==> src/hw/ast_map.svh <==
// address map, field positions, reset values and timing counts
// assumes inclusion by the async serial transmitter design files only
`ifndef AST_MAP_SVH
`define AST_MAP_SVH

// ----------------------------------------------------------------
// register byte offsets
// ----------------------------------------------------------------
`define AST_OFS_IRQ_FLAGS    8'h00
`define AST_OFS_IRQ_ENABLES  8'h04
`define AST_OFS_IRQ_PRIOS    8'h08
`define AST_OFS_RX_STAT_CTRL 8'h0c
`define AST_OFS_TX_BUFFER    8'h10
`define AST_OFS_TX_STAT_CTRL 8'h14
`define AST_OFS_BAUD_DIV     8'h18
`define AST_OFS_POWER_CTRL   8'h1c

// ----------------------------------------------------------------
// field positions
// ----------------------------------------------------------------
`define AST_BIT_TX_FLAG      4
`define AST_BIT_TX_IRQ_EN    4
`define AST_BIT_SERIAL_EN    7
`define AST_BIT_CLK_SRC      7
`define AST_BIT_NINE_SEL     6
`define AST_BIT_TX_EN        5
`define AST_BIT_SYNC_SEL     4
`define AST_BIT_HIGH_SPEED   2
`define AST_BIT_SHIFT_EMPTY  1
`define AST_BIT_NINTH        0
`define AST_BIT_SLEEP        0

// ----------------------------------------------------------------
// reset values
// ----------------------------------------------------------------
`define AST_RST_IRQ_ENABLES  8'h00
`define AST_RST_IRQ_PRIOS    8'hff
`define AST_RST_RX_STAT_CTRL 8'h00
`define AST_RST_TX_BUFFER    8'h00
`define AST_RST_BAUD_DIV     8'h00

// ----------------------------------------------------------------
// timing and frame counts
// ----------------------------------------------------------------
`define AST_CLK_PERIOD_PS    25000
`define AST_TCY_NS           100
`define AST_TCY_CYCLES       ((`AST_TCY_NS * 1000) / `AST_CLK_PERIOD_PS)
`define AST_PRESCALE_FAST    6'd15
`define AST_PRESCALE_SLOW    6'd63
`define AST_FRAME_BITS_8     4'd10
`define AST_FRAME_BITS_9     4'd11

`endif

==> src/hw/ast_pkg.sv <==
// types shared by the async serial transmitter
// assumes nothing beyond a SystemVerilog compiler
package ast_pkg;

  // axi4-lite response codes
  typedef enum logic [1:0]
  {
    AST_RESP_OKAY   = 2'b00,
    AST_RESP_SLVERR = 2'b10
  } ast_resp_t;

  // data byte plus optional ninth bit
  typedef logic [8:0] ast_char_t;

endpackage

==> src/hw/ast_baud_gen.sv <==
// baud generator: 8-bit divisor then x16 or x64 prescale to bit ticks
// assumes run, restart and divisor are synchronous to aclk
`timescale 1ns/1ps
`include "ast_map.svh"

module ast_baud_gen
  import ast_pkg::*;
(
  input  wire logic       aclk,
  input  wire logic       aresetn,
  input  wire logic [7:0] divisor,
  input  wire logic       high_speed,
  input  wire logic       run,
  input  wire logic       restart,
  output logic            bit_tick
);

  logic [7:0] div_cnt_q;
  logic [5:0] pre_cnt_q;
  logic       sub_tick;
  logic [5:0] pre_max;

  assign sub_tick = (div_cnt_q == 8'h00);
  assign pre_max  = high_speed ? `AST_PRESCALE_FAST : `AST_PRESCALE_SLOW;
  // tick on the edge ending the last sub tick, so every bit is a full period
  assign bit_tick = run && !restart && sub_tick && (pre_cnt_q >= pre_max);

  // divisor counter; restart preloads the divisor so the start bit is not short
  always_ff @(posedge aclk)
  begin
    if (!aresetn)
      div_cnt_q <= 8'h00;
    else if (restart)
      div_cnt_q <= divisor;
    else if (run)
      div_cnt_q <= sub_tick ? divisor : div_cnt_q - 8'h01;
  end

  // prescaler, one bit tick per 16 or 64 sub ticks
  always_ff @(posedge aclk)
  begin
    if (!aresetn || restart)
      pre_cnt_q <= 6'h00;
    else if (run && sub_tick)
      pre_cnt_q <= (pre_cnt_q >= pre_max) ? 6'h00 : pre_cnt_q + 6'h01;
  end
endmodule

==> src/hw/ast_shifter.sv <==
// transmit shift register: start bit, 8 or 9 data bits lsb first, stop bit
// assumes load only while empty and bit_tick from the baud generator
`timescale 1ns/1ps
`include "ast_map.svh"

module ast_shifter
  import ast_pkg::*;
(
  input  wire logic      aclk,
  input  wire logic      aresetn,
  input  wire logic      load,
  input  wire ast_char_t data,
  input  wire logic      nine,
  input  wire logic      bit_tick,
  input  wire logic      abort,
  output logic           line,
  output logic           empty
);

  logic [10:0] sr_q;
  logic [3:0]  bits_left_q;

  assign line  = sr_q[0];
  assign empty = (bits_left_q == 4'h0);

  // frame shifting, ones fill behind the stop bit
  always_ff @(posedge aclk)
  begin
    if (!aresetn || abort)
    begin
      sr_q        <= 11'h7ff;
      bits_left_q <= 4'h0;
    end
    else if (load)
    begin
      sr_q        <= {1'b1, (nine ? data[8] : 1'b1), data[7:0], 1'b0};
      bits_left_q <= nine ? `AST_FRAME_BITS_9 : `AST_FRAME_BITS_8;
    end
    else if (bit_tick && !empty)
    begin
      sr_q        <= {1'b1, sr_q[10:1]};
      bits_left_q <= bits_left_q - 4'h1;
    end
  end
endmodule

==> src/hw/ast_uart_tx.sv <==
// async serial transmitter top: axi4-lite registers, buffer, flag logic
// assumes an axi4-lite master on aclk and a receiver on tx_line
//
// Our own choices: the register offsets and the AXI4-Lite register port.
`timescale 1ns/1ps
`include "ast_map.svh"

// Functional notes
// - start, eight or nine data, one stop
// - data bits leave lsb first
// - eight-bit programmable baud divisor
// - bit clock x16 fast, x64 slow
// - no hardware parity, ninth bit carries it
// - sleep halts asynchronous operation
// - async only while sync select clear
// - reload shifter only after stop bit
// - move takes one cycle, sets flag
// - flag sets regardless of irq enable
// - flag clears only by buffer write
// - flag clear shows in second cycle
// - polled shift-empty status, no irq
// - shift register has no address
// - setting transmit enable sets flag
// - ninth bit loaded before data byte
// - buffer write starts sending when free
// - shared format and rate with receiver
// - baud divisor resets to zero
// - rate table figures assume x16 timing
module ast_uart_tx
  import ast_pkg::*;
(
  input  wire logic        aclk,
  input  wire logic        aresetn,
  input  wire logic [7:0]  s_axi_awaddr,
  input  wire logic        s_axi_awvalid,
  output logic             s_axi_awready,
  input  wire logic [31:0] s_axi_wdata,
  input  wire logic [3:0]  s_axi_wstrb,
  input  wire logic        s_axi_wvalid,
  output logic             s_axi_wready,
  output logic [1:0]       s_axi_bresp,
  output logic             s_axi_bvalid,
  input  wire logic        s_axi_bready,
  input  wire logic [7:0]  s_axi_araddr,
  input  wire logic        s_axi_arvalid,
  output logic             s_axi_arready,
  output logic [31:0]      s_axi_rdata,
  output logic [1:0]       s_axi_rresp,
  output logic             s_axi_rvalid,
  input  wire logic        s_axi_rready,
  output logic             tx_line,
  output logic             tx_irq_request
);

  // ----------------------------------------------------------------
  // declarations
  // ----------------------------------------------------------------
  logic        aw_held_q;
  logic        w_held_q;
  logic [7:0]  aw_addr_q;
  logic [7:0]  w_byte_q;
  logic        w_lane0_q;
  logic        do_write;
  logic        wr_lane;
  logic        addr_ok;
  logic [31:0] rd_word;
  logic        rd_ok;

  logic [7:0]  irq_enables_q;
  logic [7:0]  irq_prios_q;
  logic [7:0]  rx_stat_ctrl_q;
  logic [7:0]  transmit_buffer_q;
  logic        clock_source_select_q;
  logic        nine_bit_select_q;
  logic        transmit_enable_q;
  logic        sync_select_q;
  logic        high_speed_select_q;
  logic        ninth_tx_bit_q;
  logic [7:0]  baud_divisor_q;
  logic        sleep_q;

  logic        buffer_empty_flag_q;
  logic        buf_full_q;
  logic [3:0]  move_cnt_q;
  logic [3:0]  lag_cnt_q;
  logic        clear_due;
  logic        tx_active;
  logic        move_ready;
  logic        load;
  logic        transmit_enable_set;
  logic        wr_txbuf;
  logic        wr_transmit_status_control;
  logic        bit_tick;
  logic        shift_line;
  logic        shift_empty_status;

  // ----------------------------------------------------------------
  // axi4-lite write channel
  // ----------------------------------------------------------------
  assign do_write = aw_held_q && w_held_q && !s_axi_bvalid;
  assign wr_lane  = do_write && w_lane0_q;

  // address and data are taken in either order and held
  always_ff @(posedge aclk)
  begin
    if (!aresetn)
    begin
      s_axi_awready <= 1'b0;
      s_axi_wready  <= 1'b0;
      aw_held_q     <= 1'b0;
      w_held_q      <= 1'b0;
      aw_addr_q     <= 8'h00;
      w_byte_q      <= 8'h00;
      w_lane0_q     <= 1'b0;
    end
    else
    begin
      s_axi_awready <= !aw_held_q && !(s_axi_awvalid && s_axi_awready);
      s_axi_wready  <= !w_held_q && !(s_axi_wvalid && s_axi_wready);
      if (s_axi_awvalid && s_axi_awready)
      begin
        aw_held_q <= 1'b1;
        aw_addr_q <= s_axi_awaddr;
      end
      else if (do_write)
        aw_held_q <= 1'b0;
      if (s_axi_wvalid && s_axi_wready)
      begin
        w_held_q  <= 1'b1;
        w_byte_q  <= s_axi_wdata[7:0];
        w_lane0_q <= s_axi_wstrb[0];
      end
      else if (do_write)
        w_held_q <= 1'b0;
    end
  end

  // decode of mapped word addresses
  always_comb
  begin
    unique case (aw_addr_q)
      `AST_OFS_IRQ_FLAGS, `AST_OFS_IRQ_ENABLES, `AST_OFS_IRQ_PRIOS,
      `AST_OFS_RX_STAT_CTRL, `AST_OFS_TX_BUFFER, `AST_OFS_TX_STAT_CTRL,
      `AST_OFS_BAUD_DIV, `AST_OFS_POWER_CTRL: addr_ok = 1'b1;
      default: addr_ok = 1'b0;
    endcase
  end

  // write response, slverr on unmapped address
  always_ff @(posedge aclk)
  begin
    if (!aresetn)
    begin
      s_axi_bvalid <= 1'b0;
      s_axi_bresp  <= AST_RESP_OKAY;
    end
    else if (do_write)
    begin
      s_axi_bvalid <= 1'b1;
      s_axi_bresp  <= addr_ok ? AST_RESP_OKAY : AST_RESP_SLVERR;
    end
    else if (s_axi_bready)
      s_axi_bvalid <= 1'b0;
  end

  // ----------------------------------------------------------------
  // register file
  // ----------------------------------------------------------------
  assign wr_txbuf = wr_lane && (aw_addr_q == `AST_OFS_TX_BUFFER);
  assign wr_transmit_status_control = wr_lane && (aw_addr_q == `AST_OFS_TX_STAT_CTRL);
  assign transmit_enable_set = wr_transmit_status_control && w_byte_q[`AST_BIT_TX_EN] && !transmit_enable_q;

  // irq enable, priority, receive control, power control
  always_ff @(posedge aclk)
  begin
    if (!aresetn)
    begin
      irq_enables_q  <= `AST_RST_IRQ_ENABLES;
      irq_prios_q    <= `AST_RST_IRQ_PRIOS;
      rx_stat_ctrl_q <= `AST_RST_RX_STAT_CTRL;
      sleep_q        <= 1'b0;
    end
    else if (wr_lane)
    begin
      if (aw_addr_q == `AST_OFS_IRQ_ENABLES)
        irq_enables_q <= w_byte_q;
      if (aw_addr_q == `AST_OFS_IRQ_PRIOS)
        irq_prios_q <= w_byte_q;
      if (aw_addr_q == `AST_OFS_RX_STAT_CTRL)
        rx_stat_ctrl_q <= {w_byte_q[7:3], 3'b000}; // receiver status not built
      if (aw_addr_q == `AST_OFS_POWER_CTRL)
        sleep_q <= w_byte_q[`AST_BIT_SLEEP];
    end
  end

  // transmit control and baud divisor; divisor zero on reset
  always_ff @(posedge aclk)
  begin
    if (!aresetn)
    begin
      clock_source_select_q <= 1'b0;
      nine_bit_select_q     <= 1'b0;
      transmit_enable_q     <= 1'b0;
      sync_select_q         <= 1'b0;
      high_speed_select_q   <= 1'b0;
      ninth_tx_bit_q        <= 1'b0;
      baud_divisor_q        <= `AST_RST_BAUD_DIV;
    end
    else
    begin
      if (wr_transmit_status_control)
      begin
        clock_source_select_q <= w_byte_q[`AST_BIT_CLK_SRC];
        nine_bit_select_q     <= w_byte_q[`AST_BIT_NINE_SEL];
        transmit_enable_q     <= w_byte_q[`AST_BIT_TX_EN];
        sync_select_q         <= w_byte_q[`AST_BIT_SYNC_SEL];
        high_speed_select_q   <= w_byte_q[`AST_BIT_HIGH_SPEED];
        ninth_tx_bit_q        <= w_byte_q[`AST_BIT_NINTH];
      end
      if (wr_lane && aw_addr_q == `AST_OFS_BAUD_DIV)
        baud_divisor_q <= w_byte_q;
    end
  end

  // ----------------------------------------------------------------
  // transmit buffer and buffer-empty flag
  // ----------------------------------------------------------------
  assign tx_active  = rx_stat_ctrl_q[`AST_BIT_SERIAL_EN] && transmit_enable_q
                      && !sync_select_q;
  assign move_ready = buf_full_q && shift_empty_status && tx_active && !sleep_q;
  assign load       = move_ready && (move_cnt_q == 4'(`AST_TCY_CYCLES - 1));
  assign clear_due  = (lag_cnt_q == 4'h1);

  // buffer holds the byte until the shifter is free
  always_ff @(posedge aclk)
  begin
    if (!aresetn)
    begin
      transmit_buffer_q <= `AST_RST_TX_BUFFER;
      buf_full_q        <= 1'b0;
    end
    else if (wr_txbuf)
    begin
      transmit_buffer_q <= w_byte_q;
      buf_full_q        <= 1'b1;
    end
    else if (load)
      buf_full_q <= 1'b0;
  end

  // move into the shifter spans one instruction cycle
  always_ff @(posedge aclk)
  begin
    if (!aresetn || !move_ready || load)
      move_cnt_q <= 4'h0;
    else
      move_cnt_q <= move_cnt_q + 4'h1;
  end

  // clear of the flag lags a buffer write by one instruction cycle
  always_ff @(posedge aclk)
  begin
    if (!aresetn)
      lag_cnt_q <= 4'h0;
    else if (wr_txbuf)
      lag_cnt_q <= 4'(`AST_TCY_CYCLES);
    else if (lag_cnt_q != 4'h0)
      lag_cnt_q <= lag_cnt_q - 4'h1;
  end

  // flag: set wins over the delayed clear, no software clear path
  always_ff @(posedge aclk)
  begin
    if (!aresetn)
      buffer_empty_flag_q <= 1'b0;
    else if (load || transmit_enable_set)
      buffer_empty_flag_q <= 1'b1;
    else if (clear_due)
      buffer_empty_flag_q <= 1'b0;
  end

  // ----------------------------------------------------------------
  // baud generator and shifter
  // ----------------------------------------------------------------
  ast_baud_gen u_baud
  (
    .aclk       (aclk),
    .aresetn    (aresetn),
    .divisor    (baud_divisor_q),
    .high_speed (high_speed_select_q),
    .run        (tx_active && !sleep_q),
    .restart    (load || !tx_active),
    .bit_tick   (bit_tick)
  );

  // shifter sits behind the buffer only, no bus path to it
  ast_shifter u_shift
  (
    .aclk     (aclk),
    .aresetn  (aresetn),
    .load     (load),
    .data     ({ninth_tx_bit_q, transmit_buffer_q}),
    .nine     (nine_bit_select_q),
    .bit_tick (bit_tick),
    .abort    (!tx_active),
    .line     (shift_line),
    .empty    (shift_empty_status)
  );

  // line and irq request registered; idle holds mark
  always_ff @(posedge aclk)
  begin
    if (!aresetn)
    begin
      tx_line        <= 1'b1;
      tx_irq_request <= 1'b0;
    end
    else
    begin
      tx_line        <= tx_active ? shift_line : 1'b1;
      tx_irq_request <= buffer_empty_flag_q && irq_enables_q[`AST_BIT_TX_IRQ_EN];
    end
  end

  // ----------------------------------------------------------------
  // axi4-lite read channel
  // ----------------------------------------------------------------
  // read mux, shift-empty is live status
  always_comb
  begin
    rd_word = 32'h0000_0000;
    rd_ok   = 1'b1;
    unique case (s_axi_araddr)
      `AST_OFS_IRQ_FLAGS:    rd_word[`AST_BIT_TX_FLAG] = buffer_empty_flag_q;
      `AST_OFS_IRQ_ENABLES:  rd_word[7:0] = irq_enables_q;
      `AST_OFS_IRQ_PRIOS:    rd_word[7:0] = irq_prios_q;
      `AST_OFS_RX_STAT_CTRL: rd_word[7:0] = rx_stat_ctrl_q;
      `AST_OFS_TX_BUFFER:    rd_word[7:0] = transmit_buffer_q;
      `AST_OFS_TX_STAT_CTRL: rd_word[7:0] = {clock_source_select_q, nine_bit_select_q,
                                             transmit_enable_q, sync_select_q, 1'b0,
                                             high_speed_select_q, shift_empty_status,
                                             ninth_tx_bit_q};
      `AST_OFS_BAUD_DIV:     rd_word[7:0] = baud_divisor_q;
      `AST_OFS_POWER_CTRL:   rd_word[`AST_BIT_SLEEP] = sleep_q;
      default:               rd_ok = 1'b0;
    endcase
  end

  // one read at a time, answer one cycle after acceptance
  always_ff @(posedge aclk)
  begin
    if (!aresetn)
    begin
      s_axi_arready <= 1'b0;
      s_axi_rvalid  <= 1'b0;
      s_axi_rdata   <= 32'h0000_0000;
      s_axi_rresp   <= AST_RESP_OKAY;
    end
    else if (s_axi_arvalid && s_axi_arready)
    begin
      s_axi_arready <= 1'b0;
      s_axi_rvalid  <= 1'b1;
      s_axi_rdata   <= rd_word;
      s_axi_rresp   <= rd_ok ? AST_RESP_OKAY : AST_RESP_SLVERR;
    end
    else if (s_axi_rvalid)
    begin
      if (s_axi_rready)
      begin
        s_axi_rvalid  <= 1'b0;
        s_axi_arready <= 1'b1;
      end
    end
    else
      s_axi_arready <= 1'b1;
  end
endmodule

==> config.mk <==
export PLATFORM = sky130hd
export DESIGN_NAME = ast_uart_tx
export DESIGN_NICKNAME = d
export VERILOG_FILES = /design/src/hw/ast_pkg.sv /design/src/hw/ast_baud_gen.sv /design/src/hw/ast_shifter.sv /design/src/hw/ast_uart_tx.sv
export VERILOG_INCLUDE_DIRS = /design/src /design/src/hw
export SDC_FILE = /design/constraint.sdc
export NUM_CORES = 1
export LEC_CHECK = 0
export ABC_AREA = 1
export ABC_CLOCK_PERIOD_IN_PS = 2500
export BUFFER_PORTS_ARGS = -buffer_cell sky130_fd_sc_hd__buf_2
export CORE_MARGIN = 2
export CORE_UTILIZATION = 30
export CTS_CLUSTER_SIZE = 10
export DETAILED_ROUTE_END_ITERATION = 6
export PLACE_DENSITY_LB_ADDON = 0.1
export RECOVER_POWER = 25
export SETUP_SLACK_MARGIN = 0.15
export SYNTH_ARGS = -nofsm -noshare
export SYNTH_HDL_FRONTEND = slang
export SYNTH_SLANG_ARGS = --single-unit
==> constraint.sdc <==
create_clock -name aclk -period 2.5 [get_ports aclk]
set_clock_uncertainty 0.2 [all_clocks]
set_input_delay 0.5 -clock aclk [delete_from_list [all_inputs] [get_ports aclk]]
set_output_delay 0.5 -clock aclk [all_outputs]
set_load 0.05 [all_outputs]
==> implementation parameters <==
Parameter                              Value

Detailed routing
  Routed wire length ... 14500 um
  DR iter-0 viols ... 236
  Pre-Repair DR Iteration Count ... 4
  Vias per Instance ... 4.59
  Vias after detailed routing ... 4866
  Count of antenna-violating nets left after detailed routing ... 0
  Count of unresolved DRC violations after routing ... 0
  Final routed wire length divided by cell count ... 13.7 um

GRT
  Overall routing resource usage ... 15.1%
  Maximum number of pins on one net before global-route repair ... 65
  Number of global-route vias before repair ... 4560
  Antenna violations before repair ... 0
  Leftover overflow at the end of global routing ... 0
  First-pass GRT wire length ... 23200 um

STA
  Number of max-slew violations in the final report ... 0
  Hold Vio Cnt, Final ... 0
  Hold Worst Slack ... 135 ps
  Achievable Freq ... 483 MHz
  Total negative slack ... 0 ps
  Relative slew slack ... 20.6%
  Min Tclk post-route ... 2070 ps
  Transition time at the pin with the least slew margin ... 1190 ps
  Setup repair after global routing missed its margin ... false
  Post-route clock period utilization ... 82.8%
  Setup Viol. Count Final ... 0
  Worst setup margin ... 429 ps

Clock network
  Clock Latency Late Sink ... 420 ps
  Clock-pin slew of the registers on the worst-case setup and hold paths ... 50 ps
  Clock Path Buffers ... 2
  Number of levels the H-tree was split into ... 4
  Count of buffers added by post-CTS timing repair for setup ... 0
  Post-CTS resize count ... 0
  Number of buffers inserted by hold repair at cts ... 0
  Clock Sinks ... 119
  TritonCTS clock tree ... yes
  Number of buffers created by CTS ... 17
  Master cell of the clock root buffer ... sky130_fd_sc_hd__clkbuf_16

Synthesis
  Synth warnings ... 0
  Synthesized instance count ... 765
  Number of flops mapped to enable cells by yosys ... 0
  Sequential area share after synthesis ... 42.1%
  Mean Syn Cell Area ... 7.39 um^2
  Most frequently used flop master after synthesis ... sky130_fd_sc_hd__dfxtp_1
  Share of flip-flops with an asynchronous set or reset after synthesis ... 0%
  Register bit count reported by yosys ... 119
  Synth unique cells ... 43
  Post-synthesis cell area ... 5660 um^2

Layout
  Layout cell share with drive strength beyond 1 ... 13.3%
  Filler instances ... 1970
  Antenna Diode Count ... 0
  Net total in the final layout ... 885
  Layout area overhead ... 17.3%
  Final instance count without filler cells ... 1061

Worst setup path
  CP startpoint kind ... flip-flop
  Data arrival time of the critical path ... 2210 ps
  Type of the worst setup path ... flip-flop to flip-flop
  Endpoint required time on the critical path ... 2640 ps
  Kind of end point of the critical path ... flip-flop
  Critical path peak fanout ... 23

Run status
  Outcome ... complete, no violations

Place
  Placed Instances ... 1030
  Worst slack at placement ... 306 ps
  Weighted congestion reported at the end of routability-driven placement ... 0.825
  DP Wirelength ... 10600 um
  PortBufs ... 48

Floorplan
  Row cnt ... 50
  Die H ... 141 um
  Total core area ... 18600 um^2
  I/O pin total ... 102
  Die outline width ... 141 um
  Starting density of the core ... 30.4%
  Area of the die ... 20000 um^2

Job
  Count of maximum capacitance violations ... 0

Power
  Leakage ... 0.00304 uW
  Maximum vdd drop ... 0.483 mV
  PwrDens ... 766 nW/um^2
  Total power ... 5080 uW

Worst hold path
  Hold Crit Class ... primary input to flip-flop
registers in the layout, indices dropped and copies added (netlist names), 4 cells and up, named ones only:
register and flops:
move_cnt_q 4, u_baud.div_cnt_q 8, u_shift.sr_q 10, rx_stat_ctrl_q 5
transmit_buffer_q 8, aw_addr_q 8, baud_divisor_q 8, lag_cnt_q 4
u_baud.pre_cnt_q 6, w_byte_q 8, irq_prios_q 8, s_axi_rdata 8
u_shift.bits_left_q 4, irq_enables_q 8
layout by cell type (no fill, tap or decap), drive strengths merged, types with 2 or more instances in the layout:
cell and count:
conb 26, bufinv 4, a21oi 65, o211ai 11
dfxtp 119, a211oi 6, nor2 75, xnor2 2
nand4 7, o22ai 4, ha 11, o21bai 3
nand3 43, buf 50, nor3b 2, nand2 156
o21ai 89, nor3 11, nand3b 2, a31oi 2
xor2 4, clkinv 6, clkbuf 26, inv 97
cells by family (layout without fill, tap and decap cells):
| kind of cell | count (synthesis) | count (layout) | synth area share (%) |
|---|---|---|---|
| AOI/OAI and AO/OA | 185 | 185 | 17.6 |
| xor gates and xnor gates | 6 | 6 | 0.929 |
| adders and majority gates | 11 | 11 | 2.43 |
| buffers and inverters | 146 | 183 | 12.2 |
| DFF | 119 | 119 | 42.1 |
| other | 1 | 26 | 0.0663 |
| and+or+nand+nor | 297 | 297 | 24.6 |
path summary, 6_finish.rpt:
kind	from	endpoint	slack (ps)	depth (start not counted)
max	u_shift.bits_left_q[0]	u_baud.pre_cnt_q[4]	430	10
min	s_axi_bready	s_axi_bvalid	140	4
max reg2reg	u_shift.bits_left_q[0]	u_baud.pre_cnt_q[4]	430	10
min reg2reg	flip-flop	s_axi_bresp[1]	220	1
synth_stat cells, types with 8 or more instances:
cell | n | share of area [%]
sky130_fd_sc_hd__nand2_1 | 149 | 9.9
sky130_fd_sc_hd__dfxtp_1 | 119 | 42
sky130_fd_sc_hd__inv_1 | 95 | 6.3
sky130_fd_sc_hd__o21ai_0 | 87 | 7.7
sky130_fd_sc_hd__a21oi_1 | 65 | 5.8
sky130_fd_sc_hd__nor2_1 | 64 | 4.2
sky130_fd_sc_hd__nand3_1 | 39 | 3.5
sky130_fd_sc_hd__buf_4 | 28 | 3.7
sky130_fd_sc_hd__clkbuf_1 | 11 | 0.73
sky130_fd_sc_hd__ha_1 | 11 | 2.4
sky130_fd_sc_hd__o211ai_1 | 11 | 1.5
sky130_fd_sc_hd__nor3_1 | 8 | 0.71
layer usage:
metal	global-route usage [%]	up-vias	part of all wire, %	wire [um]
met5	0	-	0	0
met4	6.21	0	2.4	341
met3	3.95	22	4.9	714
met2	23.2	118	43	6220
met1	20.1	2182	50	7220
li1	-	2544	-	-
worst max-delay path, stage by stage, from the launching register on:
cell and delay [ps]:
sky130_fd_sc_hd__dfxtp_1 340, sky130_fd_sc_hd__inv_1 80, sky130_fd_sc_hd__ha_1 230, sky130_fd_sc_hd__nand3_4 90
sky130_fd_sc_hd__nor2_2 50, sky130_fd_sc_hd__nand3_2 130, sky130_fd_sc_hd__buf_4 280, sky130_fd_sc_hd__nand2_1 160
sky130_fd_sc_hd__nor2_1 130, sky130_fd_sc_hd__inv_1 100, sky130_fd_sc_hd__nor3b_1 180
through the flow:
step | area, um^2 | utilization, %
final | 6630 | 35.7
after global routing | 6630 | 35.7
after CTS | 6650 | 35.8
after detailed placement | 6010 | 32.3
after global placement | 6010 | 32.3
after floorplan | 5750 | -
power by group:
group          total (uW)  switching [uW]  internal (uW)
Clock                2630             846           1780
Combinational         450             329            121
Sequential           2000            41.9           1960
area by class of cell:
type | instances | area [um^2] | area share, %
clock buffers | 22 | 494 | 7.45
clock inverters | 9 | 145 | 2.19
inverters | 98 | 368 | 5.55
multi-input cells | 525 | 2680 | 40.4
flip-flops and latches | 119 | 2380 | 35.9
well taps | 234 | 293 | 4.41
repair buffers | 54 | 274 | 4.13
Note: power is estimated with default switching activity, not from simulation.
